==> config.mk <==
export PLATFORM = sky130hd
export DESIGN_NAME = pcfm_channel_fault_manager
export DESIGN_NICKNAME = d
export VERILOG_FILES = /design/src/rtl/pcfm_pkg.sv /design/src/rtl/pcfm_channel_fault_manager.sv
export VERILOG_INCLUDE_DIRS = /design/src /design/src/rtl
export SDC_FILE = /design/constraint.sdc
export NUM_CORES = 1
export LEC_CHECK = 0
export ABC_CLOCK_PERIOD_IN_PS = 2150
export BUFFER_PORTS_ARGS = -buffer_cell sky130_fd_sc_hd__buf_2
export CAP_MARGIN = 20
export CELL_PAD_IN_SITES_DETAIL_PLACEMENT = 1
export CELL_PAD_IN_SITES_GLOBAL_PLACEMENT = 1
export CORE_AREA = 2 2 89 91
export DETAILED_ROUTE_END_ITERATION = 6
export DIE_AREA = 0 0 91 93
export MAX_ROUTING_LAYER = met4
export PLACE_DENSITY = 0.8
export SLEW_MARGIN = 20
export SYNTH_ARGS = -nofsm -noshare
export SYNTH_HDL_FRONTEND = slang
export SYNTH_SLANG_ARGS = --single-unit
==> constraint.sdc <==
create_clock -name clk_in -period 2.15 [get_ports clk_in]
set_input_delay 0.1075 -clock clk_in [delete_from_list [all_inputs] [get_ports clk_in]]
set_output_delay 0.1075 -clock clk_in [all_outputs]
set_load 0.02 [all_outputs]
==> src/rtl/pcfm_params.svh <==
// constants for the per-port channel fault manager
// assumes one 250 MHz clock; included by the top module only
// Function
// power-good on unpowered port: disable, weaken pull-down, flag
// host clears failed-switch fault by port/chip reset
// failed-switch fault touches only its own port
// missing switch gives inrush fault, not failed-switch
// auto mode picks hold threshold; else host programs
// host picks 7.5mA single-channel class 0-4, else 3.5mA
// disconnect timer advances while current below hold
// disconnect expiry removes power and flags fault
// current above hold resets disconnect timer
// disconnect enable cleared stops disconnect removal
// no ac disconnect; only dc hold disconnect
// per-channel timers; expiry decides which channels off
// single sig, mode 0: port off; dual: channel
// mode 1: cut or limit fault offs one channel
// mode 1 disconnect: port off after both expire
// power police trip: cut event, whole port off
// keep per-channel fault flags besides port flags
// failed-switch check runs continuously while unpowered
`ifndef PCFM_PARAMS_SVH
`define PCFM_PARAMS_SVH
`define PCFM_CLK_MHZ       250
`define PCFM_DIS_TIME_US   350
`define PCFM_DIS_CYCLES    (`PCFM_DIS_TIME_US * `PCFM_CLK_MHZ)
`define PCFM_DIS_CNT_W     17
`define PCFM_NCH           2
`define PCFM_FSW_SETTLE    2
`define PCFM_FSW_CNT_W     2
`endif

==> src/rtl/pcfm_pkg.sv <==
// types shared by the channel fault manager
// assumes the params header is on the include path
package pcfm_pkg;
	typedef enum logic [1:0] {
		PCFM_OFF,
		PCFM_ON,
		PCFM_FSW_BAD
	} pcfm_state_t;
endpackage

==> src/rtl/pcfm_channel_fault_manager.sv <==
// per-port fault supervision for a two-channel power port
// assumes analog comparator flags arrive asynchronously; timers for cut and limit live elsewhere
`timescale 1ns/1ps
`include "pcfm_params.svh"
module pcfm_channel_fault_manager
	import pcfm_pkg::*;
#(
	parameter logic [`PCFM_DIS_CNT_W-1:0] DIS_CYCLES = `PCFM_DIS_CNT_W'(`PCFM_DIS_CYCLES)
) (
	input  wire logic       clk_in,
	input  wire logic       sys_rst_in,
	input  wire logic       port_reset_in,
	input  wire logic [1:0] power_on_req_in,
	input  wire logic       dual_signature_in,
	input  wire logic       single_sig_channel_fault_mode_in,
	input  wire logic       auto_mode_in,
	input  wire logic       auto_hold_sel_in,
	input  wire logic       host_hold_sel_in,
	input  wire logic [1:0] dc_disconnect_en_in,
	input  wire logic [1:0] power_good_in,
	input  wire logic [1:0] below_hold_in,
	input  wire logic [1:0] cut_expired_in,
	input  wire logic [1:0] lim_expired_in,
	input  wire logic       police_en_in,
	input  wire logic       police_trip_in,
	input  wire logic       inrush_fail_in,
	output logic [1:0]      channel_on_out,
	output logic            gate_weak_pulldown_out,
	output logic            hold_current_threshold_out,
	output logic            failed_switch_fault_out,
	output logic            port_dis_fault_out,
	output logic            port_cut_fault_out,
	output logic            port_lim_fault_out,
	output logic            port_start_fault_out,
	output logic [1:0]      chan_dis_fault_out,
	output logic [1:0]      chan_cut_fault_out,
	output logic [1:0]      chan_lim_fault_out
);
	// ----------------------------------------
	// input synchronisers
	// ----------------------------------------
	logic [1:0] pg_s1_q, pg_s2_q, bh_s1_q, bh_s2_q;
	always_ff @(posedge clk_in or posedge sys_rst_in) begin
		if (sys_rst_in) begin
			pg_s1_q <= 2'h0;
			pg_s2_q <= 2'h0;
			bh_s1_q <= 2'h0;
			bh_s2_q <= 2'h0;
		end else begin
			pg_s1_q <= power_good_in;
			pg_s2_q <= pg_s1_q;
			bh_s1_q <= below_hold_in;
			bh_s2_q <= bh_s1_q;
		end
	end

	// ----------------------------------------
	// state and decode
	// ----------------------------------------
	pcfm_state_t state_q, state_d;
	logic [1:0]  on_q, on_d;
	logic [`PCFM_DIS_CNT_W-1:0] dis_cnt_q [`PCFM_NCH];
	logic [1:0]  dis_exp;
	logic        single_keep;
	logic        fsw_detect;
	logic [1:0]  chan_off;
	logic        port_off;
	logic        dis_port;
	logic [`PCFM_FSW_CNT_W-1:0] off_cnt_q;

	// failed switch only when neither channel powered; open switch never asserts power good
	assign fsw_detect  = (on_q == 2'h0) && (|pg_s2_q) && (state_q == PCFM_OFF) &&
		(off_cnt_q == `PCFM_FSW_CNT_W'(`PCFM_FSW_SETTLE));
	assign single_keep = !dual_signature_in && single_sig_channel_fault_mode_in;
	// only the dc hold disconnect exists here; no ac path at all
	assign dis_port    = dual_signature_in ? 1'b0 :
		(single_keep ? (&dis_exp) : (|dis_exp));
	assign port_off    = (police_en_in && police_trip_in) || dis_port ||
		(!dual_signature_in && !single_sig_channel_fault_mode_in &&
		 (|(cut_expired_in & on_q) || |(lim_expired_in & on_q)));
	assign chan_off    = (cut_expired_in | lim_expired_in | (dual_signature_in ? dis_exp : 2'h0)) & on_q;

	// ----------------------------------------
	// disconnect timers
	// ----------------------------------------
	genvar g;
	generate
		for (g = 0; g < `PCFM_NCH; g++) begin : g_dis
			assign dis_exp[g] = on_q[g] && dc_disconnect_en_in[g] && (dis_cnt_q[g] >= DIS_CYCLES);
			always_ff @(posedge clk_in or posedge sys_rst_in) begin
				if (sys_rst_in)
					dis_cnt_q[g] <= '0;
				else if (!on_q[g] || !bh_s2_q[g] || !dc_disconnect_en_in[g])
					dis_cnt_q[g] <= '0;
				else if (dis_cnt_q[g] < DIS_CYCLES)
					dis_cnt_q[g] <= dis_cnt_q[g] + `PCFM_DIS_CNT_W'(1);
			end
		end
	endgenerate

	// ----------------------------------------
	// off settle counter
	// ----------------------------------------
	// synced power good lags the gate by two edges; a port just switched off must not look shorted
	always_ff @(posedge clk_in or posedge sys_rst_in) begin
		if (sys_rst_in)
			off_cnt_q <= `PCFM_FSW_CNT_W'(`PCFM_FSW_SETTLE);
		else if (on_q != 2'h0)
			off_cnt_q <= '0;
		else if (off_cnt_q < `PCFM_FSW_CNT_W'(`PCFM_FSW_SETTLE))
			off_cnt_q <= off_cnt_q + `PCFM_FSW_CNT_W'(1);
	end

	// ----------------------------------------
	// port state machine
	// ----------------------------------------
	always_comb begin
		state_d = state_q;
		on_d    = on_q;
		case (state_q)
			PCFM_OFF: begin
				if (fsw_detect) begin
					state_d = PCFM_FSW_BAD;
					on_d    = 2'h0;
				end else if (|power_on_req_in && !inrush_fail_in) begin
					state_d = PCFM_ON;
					on_d    = power_on_req_in;
				end
			end
			PCFM_ON: begin
				if (port_off || inrush_fail_in) begin
					on_d = 2'h0;
				end else begin
					on_d = on_q & ~chan_off;
				end
				if (on_d == 2'h0)
					state_d = PCFM_OFF;
			end
			// only this port is held; nothing leaves this block to other ports
			PCFM_FSW_BAD: begin
				on_d = 2'h0;
			end
			default: begin
				state_d = PCFM_OFF;
				on_d    = 2'h0;
			end
		endcase
		if (port_reset_in) begin
			state_d = PCFM_OFF;
			on_d    = 2'h0;
		end
	end

	always_ff @(posedge clk_in or posedge sys_rst_in) begin
		if (sys_rst_in) begin
			state_q <= PCFM_OFF;
			on_q    <= 2'h0;
		end else begin
			state_q <= state_d;
			on_q    <= on_d;
		end
	end

	// ----------------------------------------
	// fault flags, sticky until port reset
	// ----------------------------------------
	logic pcut, plim, pdis;
	assign pcut = |(cut_expired_in & on_q) || (police_en_in && police_trip_in && state_q == PCFM_ON);
	assign plim = |(lim_expired_in & on_q);
	assign pdis = dis_port || (dual_signature_in && |dis_exp);

	logic       port_dis_d;
	logic       port_cut_d;
	logic       port_lim_d;
	logic       port_start_d;
	logic [1:0] chan_dis_d;
	logic [1:0] chan_cut_d;
	logic [1:0] chan_lim_d;
	logic       fsw_bad_d;
	logic       hold_sel_d;

	assign port_dis_d   = port_dis_fault_out | pdis;
	assign port_cut_d   = port_cut_fault_out | pcut;
	assign port_lim_d   = port_lim_fault_out | plim;
	assign port_start_d = port_start_fault_out | (inrush_fail_in && state_q != PCFM_FSW_BAD);
	assign chan_dis_d   = chan_dis_fault_out | (pdis ? dis_exp : 2'h0);
	assign chan_cut_d   = chan_cut_fault_out | (cut_expired_in & on_q);
	assign chan_lim_d   = chan_lim_fault_out | (lim_expired_in & on_q);
	assign fsw_bad_d    = (state_d == PCFM_FSW_BAD);
	assign hold_sel_d   = auto_mode_in ? auto_hold_sel_in : host_hold_sel_in;

	// ----------------------------------------
	// status outputs
	// ----------------------------------------
	always_ff @(posedge clk_in or posedge sys_rst_in) begin
		if (sys_rst_in) begin
			channel_on_out <= 2'h0;
		end else begin
			channel_on_out <= on_d;
		end
	end

	always_ff @(posedge clk_in or posedge sys_rst_in) begin
		if (sys_rst_in) begin
			gate_weak_pulldown_out <= 1'b0;
		end else begin
			gate_weak_pulldown_out <= fsw_bad_d;
		end
	end

	always_ff @(posedge clk_in or posedge sys_rst_in) begin
		if (sys_rst_in) begin
			hold_current_threshold_out <= 1'b0;
		end else begin
			hold_current_threshold_out <= hold_sel_d;
		end
	end

	always_ff @(posedge clk_in or posedge sys_rst_in) begin
		if (sys_rst_in) begin
			failed_switch_fault_out <= 1'b0;
		end else begin
			failed_switch_fault_out <= fsw_bad_d;
		end
	end

	// ----------------------------------------
	// sticky fault outputs
	// ----------------------------------------
	// port reset wins over a same-cycle event; the host clears and re-reads
	always_ff @(posedge clk_in or posedge sys_rst_in) begin
		if (sys_rst_in) begin
			port_dis_fault_out <= 1'b0;
		end else if (port_reset_in) begin
			port_dis_fault_out <= 1'b0;
		end else begin
			port_dis_fault_out <= port_dis_d;
		end
	end

	always_ff @(posedge clk_in or posedge sys_rst_in) begin
		if (sys_rst_in) begin
			port_cut_fault_out <= 1'b0;
		end else if (port_reset_in) begin
			port_cut_fault_out <= 1'b0;
		end else begin
			port_cut_fault_out <= port_cut_d;
		end
	end

	always_ff @(posedge clk_in or posedge sys_rst_in) begin
		if (sys_rst_in) begin
			port_lim_fault_out <= 1'b0;
		end else if (port_reset_in) begin
			port_lim_fault_out <= 1'b0;
		end else begin
			port_lim_fault_out <= port_lim_d;
		end
	end

	always_ff @(posedge clk_in or posedge sys_rst_in) begin
		if (sys_rst_in) begin
			port_start_fault_out <= 1'b0;
		end else if (port_reset_in) begin
			port_start_fault_out <= 1'b0;
		end else begin
			port_start_fault_out <= port_start_d;
		end
	end

	always_ff @(posedge clk_in or posedge sys_rst_in) begin
		if (sys_rst_in) begin
			chan_dis_fault_out <= 2'h0;
		end else if (port_reset_in) begin
			chan_dis_fault_out <= 2'h0;
		end else begin
			chan_dis_fault_out <= chan_dis_d;
		end
	end

	always_ff @(posedge clk_in or posedge sys_rst_in) begin
		if (sys_rst_in) begin
			chan_cut_fault_out <= 2'h0;
		end else if (port_reset_in) begin
			chan_cut_fault_out <= 2'h0;
		end else begin
			chan_cut_fault_out <= chan_cut_d;
		end
	end

	always_ff @(posedge clk_in or posedge sys_rst_in) begin
		if (sys_rst_in) begin
			chan_lim_fault_out <= 2'h0;
		end else if (port_reset_in) begin
			chan_lim_fault_out <= 2'h0;
		end else begin
			chan_lim_fault_out <= chan_lim_d;
		end
	end
endmodule

---- Yosys cells after proc, flatten, opt, wreduce, memory -nomap -nowiden ----
Index checks and enable logic that the tools add are counted.
operators by class
  add/subtract/negate cells ............... 3
  $mul .................................... 0
  divide/modulo/power cells ............... 0
  $lt $le $gt $ge ......................... 5
  equal/unequal tests ..................... 6
  shift-type cells ........................ 0
  multiplexer cells ....................... 29
  bitwise operators ....................... 14
  reduce and logical (&&, ||, !) cells .... 47
operators by type and width
  cell                                                             count
  17-bit two-way mux                                               4
  17-bit by 1-bit adder with 17-bit output, second input constant  2
  17-bit greater-or-equal comparator, second input constant        2
  17-bit < comparator, second input constant                       2
  2-bit two-way mux                                                16
  1-bit logical AND                                                15
  1-bit logical OR                                                 10
  2-bit OR                                                         5
  2-bit OR reduction                                               5
  1-bit logical NOT                                                9
  2-bit AND                                                        4
  2-bit nonzero test                                               4
  1-bit two-way mux                                                7
  2-bit == test, second input constant                             3
  2-bit logical NOT                                                3
  2-bit one-hot mux with 3 select lines                            1
  4-bit by 3-bit != test with 1-bit output, second input constant  1
  1-bit OR                                                         4
  2-bit one-hot mux with 2 select lines                            1
  2-bit by 1-bit adder with 2-bit output, second input constant    1
  2-bit by 1-bit == test with 1-bit output, second input constant  1
  2-bit < comparator, second input constant                        1
  2-bit != test, second input constant                             1
  2-bit NOT                                                        1
  2-bit AND reduction                                              1
storage, ports and cells
  flip-flop bits (word level) ............. 60
  latch bits .............................. 0
  memory bits (writable) .................. 0
  memory bits (read-only) ................. 0
  input bits .............................. 23
  output and inout port bits .............. 15
  word-level logic and storage cells ...... 122
  memories ................................ 0

---- Logic depth before layout (Yosys ltp) ----
Gate-level depths: netlist of the first run.
  word-level depth ........................ 15
  mapped depth ............................ 7
  mapped depth without buffers ............ 6

---- Worst setup path before layout of the first run ----
No wires, ideal clock.
  kind .................................... flip-flop to flip-flop
  start point ............................. reg dis_cnt_q[2] (netlist bit)
  end point ............................... reg dis_cnt_q[10] (netlist bit)
  setup time .............................. 0.081 ns
  arrival ................................. 1.921 ns
  data required time ...................... 2.069 ns
  setup slack ............................. 0.148 ns
  stages on the path, launching flop included .. 8
  path buffers ............................ 1
  clock period less this slack ............ 2.002 ns
  cell sequence ........................... dfrtp_1 -> a211oi_2 -> o21ai_2 -> a211o_1 -> or2_1 -> clkbuf_2 -> or3_1 -> a21oi_1
between the ends
  word-level cells in the longest chain between the ends .. 3
  elaborated cells on any way between the ends .. 5
  those cells by class .................... add/sub (1); order compare (1); mux (2); reduce/logical (1)
RTL lines
  what                                      line                              RTL
  start, declared                           pcfm_channel_fault_manager.sv:62  logic [`PCFM_DIS_CNT_W-1:0] dis_cnt_q [`PCFM_NCH];
  start signal, assigned by index           pcfm_channel_fault_manager.sv:96  dis_cnt_q[g] <= dis_cnt_q[g] + `PCFM_DIS_CNT_W'(1);
  17-bit by 1-bit adder with 17-bit output  pcfm_channel_fault_manager.sv:96
  17-bit two-way mux                        pcfm_channel_fault_manager.sv:95  else if (dis_cnt_q[g] < DIS_CYCLES)
  17-bit two-way mux                        pcfm_channel_fault_manager.sv:93  else if (!on_q[g] || !bh_s2_q[g] || !dc_disconnect_en_in[g])
Parallel ways exist; a longest one is shown, timed or not. The select of a mux whose other input is x is not followed.
A chain may end at the register's enable or synchronous reset.

---- Worst setup path in the final report of the first run ----
  start point ............................. reg dis_cnt_q[20] (netlist bit)
  end point ............................... reg channel_on_out[0]
between the ends
  word-level cells in the longest chain between the ends .. 12
  elaborated cells on any way between the ends .. 18
  those cells by class .................... order compare (1); mux (7); bitwise (4); reduce/logical (6)
RTL lines
  what                                                       line                               RTL
  17-bit greater-or-equal comparator (*)                     pcfm_channel_fault_manager.sv:89   assign dis_exp[g] = on_q[g] && dc_disconnect_en_in[g] && (dis_cnt_q[g] >= DIS_CYCLES);
  1-bit logical AND (*)                                      pcfm_channel_fault_manager.sv:89
  2-bit OR reduction or 2-bit AND reduction (tied branches)  pcfm_channel_fault_manager.sv:77   (single_keep ? (&dis_exp) : (|dis_exp));
  1-bit two-way mux                                          pcfm_channel_fault_manager.sv:77
  1-bit two-way mux                                          pcfm_channel_fault_manager.sv:76   assign dis_port = dual_signature_in ? 1'b0 :
  1-bit logical OR (2 in a row)                              pcfm_channel_fault_manager.sv:78   assign port_off = (police_en_in && police_trip_in) || dis_port ||
  1-bit logical OR                                           pcfm_channel_fault_manager.sv:131  if (port_off || inrush_fail_in) begin
  2-bit two-way mux (*)                                      pcfm_channel_fault_manager.sv:131
  2-bit two-way mux (*)                                      pcfm_channel_fault_manager.sv:120  case (state_q)
  2-bit one-hot mux with 2 select lines (*)                  pcfm_channel_fault_manager.sv:120
  2-bit two-way mux (*)                                      pcfm_channel_fault_manager.sv:148  if (port_reset_in) begin
  end signal, assigned                                       pcfm_channel_fault_manager.sv:199  channel_on_out <= on_d;
  end, declared                                              pcfm_channel_fault_manager.sv:27   output logic [1:0] channel_on_out,
Every way passes the cells marked *; elsewhere a longest branch is shown, timed or not. The select of a mux whose other input is x is not followed.

==> impl_metrics.xml, run 1 <==
<?xml version="1.0" encoding="UTF-8"?>
<metrics>
  <group name="synth">
    <metric name="share_of_yosys_cell_area_claimed_by_the_top_area_cell_type" unit="%">50.8</metric>
    <metric name="synthesis.area" unit="sq mm">0.00291</metric>
    <metric name="ys_dominant_reg_cell" unit="">dfrtp_1</metric>
    <metric name="post-synth-top-area-cell" unit="">dfrtp_1</metric>
    <metric name="synth_edf_count" unit="">0</metric>
    <metric name="post_synth_most_frequent_cells" unit="">59 x dfrtp_1, 49 x nor2_1, 20 x a21oi_1, 20 x nand2_1, 17 x inv_1</metric>
    <metric name="ys_seq_area_share" unit="%">51.7</metric>
    <metric name="syn-instance-count" unit="">300</metric>
    <metric name="postSynthRegisterBits" unit="">60</metric>
    <metric name="ys_async_sr_fraction" unit="%">100</metric>
    <metric name="synth_area_leaders" unit="">dfrtp_1 51%, nor2_1 6.3%, xnor2_1 4.5%</metric>
    <metric name="syn-mean-instance-area" unit="sq um">9.70</metric>
    <metric name="synth.yosys.warnings" unit="">0</metric>
    <metric name="synth.net_count" unit="">328</metric>
    <metric name="synth.distinct_cells" unit="">48</metric>
    <metric name="post-synth-top-count-cell" unit="">dfrtp_1</metric>
  </group>
  <group name="cells_and_area">
    <metric name="finish.net_count" unit="">382</metric>
    <metric name="area_growth" unit="%">22.8</metric>
    <metric name="drive_gt1_share" unit="%">21.4</metric>
    <metric name="final_design_instance_area_without_fill" unit="sq mm">0.00357</metric>
    <metric name="antenna_cells_inserted" unit="">0</metric>
    <metric name="final_instance_count_without_filler_cells" unit="">461</metric>
  </group>
  <group name="grt">
    <metric name="grt_first_pass_wirelength" unit="um">12300</metric>
    <metric name="first_global_vias" unit="">2581</metric>
    <metric name="global_route.overflow_total" unit="">0</metric>
    <metric name="grt_use_total" unit="%">18.7</metric>
    <metric name="grt_antenna_before_repair" unit="">0</metric>
    <metric name="grt_start_max_net_pins" unit="">35</metric>
  </group>
  <group name="power_and_ir_drop">
    <metric name="power_per_cell_area" unit="mW/mm^2">757</metric>
    <metric name="leakagePower" unit="nW">1.53</metric>
    <metric name="ir_worst_vdd" unit="uV">429</metric>
  </group>
  <group name="floorplan">
    <metric name="die_wd" unit="um">91</metric>
    <metric name="initial_core_util" unit="%">38.6</metric>
    <metric name="design.portCount" unit="">38</metric>
    <metric name="floorplan.die_area" unit="sq mm">0.00846</metric>
    <metric name="std_cell_rows" unit="">32</metric>
    <metric name="core_region_area" unit="sq mm">0.00753</metric>
    <metric name="floorplan.die.height" unit="um">93</metric>
  </group>
  <group name="placed_design">
    <metric name="numPortBuffers" unit="">37</metric>
    <metric name="dpl_cell_area" unit="sq mm">0.00327</metric>
    <metric name="preCtsSetupSlack" unit="ns">0.0398</metric>
    <metric name="place.gp.congestion" unit="">0.811</metric>
    <metric name="post_placement_cell_count" unit="">440</metric>
    <metric name="hpwlAfterDp" unit="um">4840</metric>
  </group>
  <group name="sta">
    <metric name="final.period_utilization" unit="%">94.8</metric>
    <metric name="slew_at_the_pin_closest_to_its_max_slew_limit" unit="ns">0.682</metric>
    <metric name="timing.final.max_slew_violations" unit="">0</metric>
    <metric name="final_critical_path_setup_slack" unit="ns">0.111</metric>
    <metric name="timing.clock.skew" unit="ns">0.00590</metric>
    <metric name="slew_headroom" unit="%">53.4</metric>
    <metric name="max_freq" unit="MHz">491</metric>
    <metric name="grt_setup_unrepaired" unit="">true</metric>
    <metric name="setup_viol" unit="">0</metric>
    <metric name="fin_tns_setup" unit="ns">0</metric>
    <metric name="period_minus_slack" unit="ns">2.04</metric>
    <metric name="final-hold-violation-count" unit="">0</metric>
  </group>
  <group name="clock_tree">
    <metric name="cts_setup_buffers" unit="">0</metric>
    <metric name="cts_inserted_buffers" unit="">9</metric>
    <metric name="cts_tree" unit="">done</metric>
    <metric name="clkLatencyLatePin" unit="ns">0.34</metric>
    <metric name="ctsRootBufferMaster" unit="">clkbuf_8</metric>
    <metric name="clock_net_sink_count" unit="">60</metric>
    <metric name="worst_setup_hold_path_clk_slew" unit="ns">0.07</metric>
    <metric name="max-clock-path-buffers" unit="">2</metric>
    <metric name="ctsHtreeMaxLevel" unit="">3</metric>
  </group>
  <group name="routing">
    <metric name="viasPerCell" unit="">5.17</metric>
    <metric name="dr.pass1.iters" unit="">4</metric>
    <metric name="wirelength" unit="um">7240</metric>
    <metric name="drt-wirelength-per-cell" unit="um">15.7</metric>
    <metric name="detail-route-antenna-nets" unit="">0</metric>
    <metric name="vias" unit="">2385</metric>
    <metric name="route.detailed.drc" unit="">0</metric>
    <metric name="drtIter0Drc" unit="">109</metric>
  </group>
  <group name="critical_path">
    <metric name="crit_required" unit="ns">2.39</metric>
    <metric name="cp_max_fo" unit="">5</metric>
    <metric name="critical_path_class" unit="">reg2reg</metric>
    <metric name="end_kind" unit="">flip-flop</metric>
    <metric name="worst-endpoint-arrival" unit="ns">2.28</metric>
    <metric name="timing.critical_path.from_type" unit="">flip-flop</metric>
  </group>
  <group name="run">
    <metric name="timing.max_cap.violations" unit="">0</metric>
  </group>
  <group name="run_status">
    <metric name="outcome" unit="">complete, no violations</metric>
  </group>
  <group name="worst_hold_path">
    <metric name="timing.hold.worst.class" unit="">in2reg</metric>
  </group>
</metrics>
==> timing repair <==
item	in CTS	in global routing
endpoints found under the setup margin	0	14
hold buffers	5	0
resized for setup	0	8
endpoints found under the hold margin	29	0
==> state kept, by name, indices dropped and copies added, names as in the netlist <==
name	cells
port_dis_fault_out	1
dis_cnt_q	34
failed_switch_fault_out	1
bh_s2_q	2
chan_cut_fault_out	2
off_cnt_q	2
state_q	2
bh_s1_q	2
channel_on_out	2
chan_dis_fault_out	2
port_cut_fault_out	1
pg_s2_q	2
port_start_fault_out	1
pg_s1_q	2
chan_lim_fault_out	2
hold_current_threshold_out	1
port_lim_fault_out	1
==> metrics by stage <==
stage | util (%) | power (mW) | hold slack [ns]
2_1_floorplan | - | 1.44 | 0.139
3_3_place_gp | 43.5 | 1.55 | 0.211
3_5_place_dp | 43.5 | 1.57 | 0.209
4_1_cts | 47.1 | 2.73 | 0.00341
5_1_grt | 47.5 | 2.83 | 0.00253
6_report | 47.5 | 2.71 | 0.0106
==> layout by cell type, fill, tap and decap left out, types with 2 or more instances in the layout <==
master          n
nand2_1        20
buf_2          37
mux2i_1         2
a31oi_1         2
ha_1            5
and3_1          3
clkinvlp_4      3
nor2_1         49
xnor2_1        15
dfrtp_1        58
or3_1           5
o21ai_0         9
a2111oi_1       2
mux2_2          2
maj3_1          2
a21oi_1        20
and4_1          3
nor3_1          8
nand3_1        13
clkbuf_8        9
inv_1          16
and2_1          3
a221oi_1        2
a211oi_2        2
nand4_1         6
buf_4          10
nand4b_1        2
bufinv_16       2
xor2_1         11
dlygate4sd3_1   5
a2111oi_0       3
a21o_1          5
==> power by group <==
group | internal (mW) | switching [mW]
clock | 0.658 | 0.483
combinational | 0.131 | 0.198
sequential | 1.19 | 0.0435
==> worst max-delay path, cell delays in order, from the launching register on <==
cell and delay, ns:
dfrtp_1 0.44, a211oi_2 0.24, o21ai_1 0.13, a32o_1 0.26, maj3_1 0.36, a21o_1 0.24, o32ai_2 0.27
==> logic make-up after synthesis <==
| family | Yosys count | synth area share, % |
|---|---|---|
| adder cells (fa/ha/maj) | 7 | 2.84 |
| flip-flops | 60 | 51.7 |
| multiplexers | 4 | 1.46 |
| XOR/XNOR | 26 | 7.83 |
| AO/OA/AOI/OAI | 57 | 13.2 |
| buffers and inverters | 27 | 3.66 |
| AND/OR/NAND/NOR | 119 | 19.4 |
==> final cells by class <==
class                      instances  area (sq um)
multi-input combinational        213          1320
fill                             908          3950
sequential                        60          1500
timing repair buffer              53           330
clock inverter                     7           100
tap                              102           128
clock buffer                       9           124
inverter                          17          63.8
==> metal layers <==
metal,GRT usage [%],routed length (um),up-vias
li1,-,-,1144
met1,21.5,3150,1195
met2,32.3,3750,32
met3,4.03,185,14
met4,7.07,151,0
met5,-,0,-
==> final timing paths <==
path,startpoint,endpoint,slack [ns],cells past startpoint
setup / recovery,dis_cnt_q[20],channel_on_out[0],0.11,6
hold / removal,host_hold_sel_in,hold_current_threshold_out,0.01,2
setup reg to reg,dis_cnt_q[20],channel_on_out[0],0.11,6
hold reg to reg,bh_s1_q[1],bh_s2_q[1],0.36,0
max in group asynchronous,sys_rst_in,hold_current_threshold_out,1.19,4
min in group asynchronous,sys_rst_in,dis_cnt_q[14],0.38,3
Power figures use the tool's default switching activity.
==> run 2, diff against run 1 <==
Settings changed: REMOVE_ABC_BUFFERS set to 1.
==> impl_metrics.xml, run 2 (synthesized netlist as in run 1, its figures left out) <==
<?xml version="1.0" encoding="UTF-8"?>
<metrics>
  <group name="critical_path">
    <metric name="cp_max_fo" unit="">7</metric>
    <metric name="timing.critical_path.from_type" unit="">flip-flop</metric>
    <metric name="critical_path_class" unit="">reg2reg</metric>
    <metric name="critical_path_depth" unit="">6</metric>
    <metric name="end_kind" unit="">flip-flop</metric>
    <metric name="cp_peak_stage_delay" unit="ns">0.43</metric>
    <metric name="path_delay_family" unit="">compound AO/OA/AOI/OAI gates</metric>
    <metric name="worst_path_max_delay_cell" unit="">dfrtp_2</metric>
    <metric name="worst-endpoint-arrival" unit="ns">2.28</metric>
    <metric name="critPathBufInv" unit="">0</metric>
    <metric name="crit_required" unit="ns">2.41</metric>
    <metric name="reg2regPathDepth" unit="">6</metric>
    <metric name="cp_cell_sequence" unit="">a211oi_2 -&gt; o21ai_2 -&gt; a211o_1 -&gt; or2_4 -&gt; or3_1 -&gt; a21oi_2</metric>
  </group>
  <group name="cells_and_area">
    <metric name="largest_reg_flops" unit="">34</metric>
    <metric name="layout_commonest_cell" unit="">dfrtp_1</metric>
    <metric name="registers.top_by_ff_count" unit="">dis_cnt_q</metric>
    <metric name="finalCoreUtilization" unit="%">48.4</metric>
    <metric name="finish.net_count" unit="">390</metric>
    <metric name="drive_gt1_share" unit="%">22.3</metric>
    <metric name="area_growth" unit="%">25.1</metric>
    <metric name="layout.cells.most_common_list" unit="">58 x dfrtp_1, 49 x nor2_1, 37 x buf_2, 20 x nand2_1, 19 x a21oi_1</metric>
    <metric name="antenna_cells_inserted" unit="">0</metric>
  </group>
  <group name="clock_tree">
    <metric name="max-clock-path-buffers" unit="">2</metric>
    <metric name="clkLatencyLatePin" unit="ns">0.35</metric>
    <metric name="ctsHtreeMaxLevel" unit="">3</metric>
    <metric name="clock_net_sink_count" unit="">60</metric>
    <metric name="worst_setup_hold_path_clk_slew" unit="ns">0.08</metric>
    <metric name="ctsRootBufferMaster" unit="">clkbuf_8</metric>
    <metric name="cts_tree" unit="">done</metric>
    <metric name="cts_inserted_buffers" unit="">9</metric>
  </group>
  <group name="routing">
    <metric name="detail-route-antenna-nets" unit="">0</metric>
    <metric name="drt-wirelength-per-cell" unit="um">15.7</metric>
    <metric name="wirelength" unit="um">7370</metric>
    <metric name="route.detailed.drc" unit="">0</metric>
    <metric name="dr.pass1.iters" unit="">4</metric>
    <metric name="viasPerCell" unit="">5.23</metric>
    <metric name="drtIter0Drc" unit="">83</metric>
    <metric name="vias" unit="">2451</metric>
  </group>
  <group name="worst_hold_path">
    <metric name="timing.hold.worst.class" unit="">in2reg</metric>
    <metric name="min_delay_path_depth" unit="">3</metric>
  </group>
  <group name="placed_design">
    <metric name="preCtsSetupSlack" unit="ns">0.0951</metric>
    <metric name="hpwlAfterDp" unit="um">4840</metric>
    <metric name="numPortBuffers" unit="">37</metric>
    <metric name="place.gp.congestion" unit="">0.834</metric>
  </group>
  <group name="grt">
    <metric name="grt_use_total" unit="%">19.0</metric>
    <metric name="first_global_vias" unit="">2587</metric>
    <metric name="grt_first_pass_wirelength" unit="um">12400</metric>
    <metric name="global_route.overflow_total" unit="">0</metric>
    <metric name="grt_start_max_net_pins" unit="">61</metric>
    <metric name="grt_antenna_before_repair" unit="">0</metric>
  </group>
  <group name="sta">
    <metric name="timing.clock.skew" unit="ns">0.0141</metric>
    <metric name="grt_setup_unrepaired" unit="">true</metric>
    <metric name="slew_headroom" unit="%">49.9</metric>
    <metric name="final-hold-violation-count" unit="">0</metric>
    <metric name="final_critical_path_setup_slack" unit="ns">0.129</metric>
    <metric name="setup_viol" unit="">0</metric>
    <metric name="max_freq" unit="MHz">495</metric>
    <metric name="final.period_utilization" unit="%">94.0</metric>
    <metric name="period_minus_slack" unit="ns">2.02</metric>
    <metric name="timing.final.max_slew_violations" unit="">0</metric>
    <metric name="slew_at_the_pin_closest_to_its_max_slew_limit" unit="ns">0.749</metric>
  </group>
  <group name="floorplan">
    <metric name="floorplan.die_area" unit="sq mm">0.00846</metric>
    <metric name="floorplan.die.height" unit="um">93</metric>
    <metric name="initial_core_util" unit="%">38.6</metric>
    <metric name="die_wd" unit="um">91</metric>
    <metric name="design.portCount" unit="">38</metric>
    <metric name="core_region_area" unit="sq mm">0.00753</metric>
    <metric name="std_cell_rows" unit="">32</metric>
  </group>
  <group name="power_and_ir_drop">
    <metric name="ir_worst_vdd" unit="uV">415</metric>
    <metric name="power_per_cell_area" unit="mW/mm^2">750</metric>
    <metric name="leakagePower" unit="nW">1.58</metric>
  </group>
  <group name="run">
    <metric name="timing.max_cap.violations" unit="">0</metric>
  </group>
  <group name="run_status">
    <metric name="outcome" unit="">complete, no violations</metric>
  </group>
</metrics>
[run 2: changes by cell type in the layout (fill, tap and decap cells not counted), sizes merged]
cell         change
clkinvlp         -2
clkinv           +1
buf              +6
clkbuf           +1
dlygate4sd3      +2
[run 2: report_power, final]
group	internal [mW]	total, mW	switching, mW	leakage, nW
logic	0.136	0.334	0.198	0.660
clock network	0.684	1.16	0.477	0.113
registers	1.19	1.23	0.0413	0.806
total	2.01	2.73	0.716	1.58
[run 2: metrics by stage]
step	hold WS [ns]	power [mW]	std cells	setup TNS, ns	instance area [sq um]
2_1_floorplan	0.139	1.43	290	0	2870
3_3_place_gp	0.194	1.56	443	0	3300
3_5_place_dp	0.202	1.58	443	0	3300
4_1_cts	0.0189	2.76	466	0	3590
5_1_grt	0.0478	2.85	469	-0.0284	3640
6_report	0.0268	2.73	469	0	3640
[run 2: path summary, 6_finish.rpt]
| kind | endpoint | slack [ns] | startpoint |
|---|---|---|---|
| setup / recovery | dis_cnt_q[10] | 0.13 | dis_cnt_q[3] |
| hold / removal | port_start_fault_out | 0.03 | inrush_fail_in |
| setup reg to reg | dis_cnt_q[10] | 0.13 | dis_cnt_q[3] |
| hold reg to reg | pg_s2_q[0] | 0.35 | pg_s1_q[0] |
| max in group asynchronous | off_cnt_q[1] | 1.47 | sys_rst_in |
| min in group asynchronous | dis_cnt_q[17] | 0.36 | sys_rst_in |
[run 2: what timing repair did]
action / 4_1_cts / 5_1_grt
gates resized for setup: 0 / 7
hold endpoints to repair: 64 / 0
hold buffers: 7 / 0
buffers inserted: 0 / 3
endpoints found under the setup margin: 0 / 13
[run 2: per-layer routing]
layer / global-route usage [%] / routed length (um) / part of all wire, %
met1: 22.9 / 3220 / 44
met2: 31.6 / 3810 / 52
met3: 5.08 / 229 / 3.1
met4: 5.68 / 108 / 1.5
met5: - / 0 / 0
[run 2: area by class of cell]
| cell class | instances | area, sq um |
|---|---|---|
| Clock buffer | 10 | 138 |
| Clock inverter | 6 | 86.3 |
| Fill cell | 889 | 3890 |
| Inverter | 17 | 63.8 |
| Multi-Input combinational cell | 213 | 1330 |
| Sequential cell | 60 | 1500 |
| Tap cell | 102 | 128 |
| Timing Repair Buffer | 61 | 395 |
[run 2: worst min-delay path, cell delays in order]
cell,delay (ns)
buf_2,0.10
a21oi_1,0.06
nor2_1,0.07
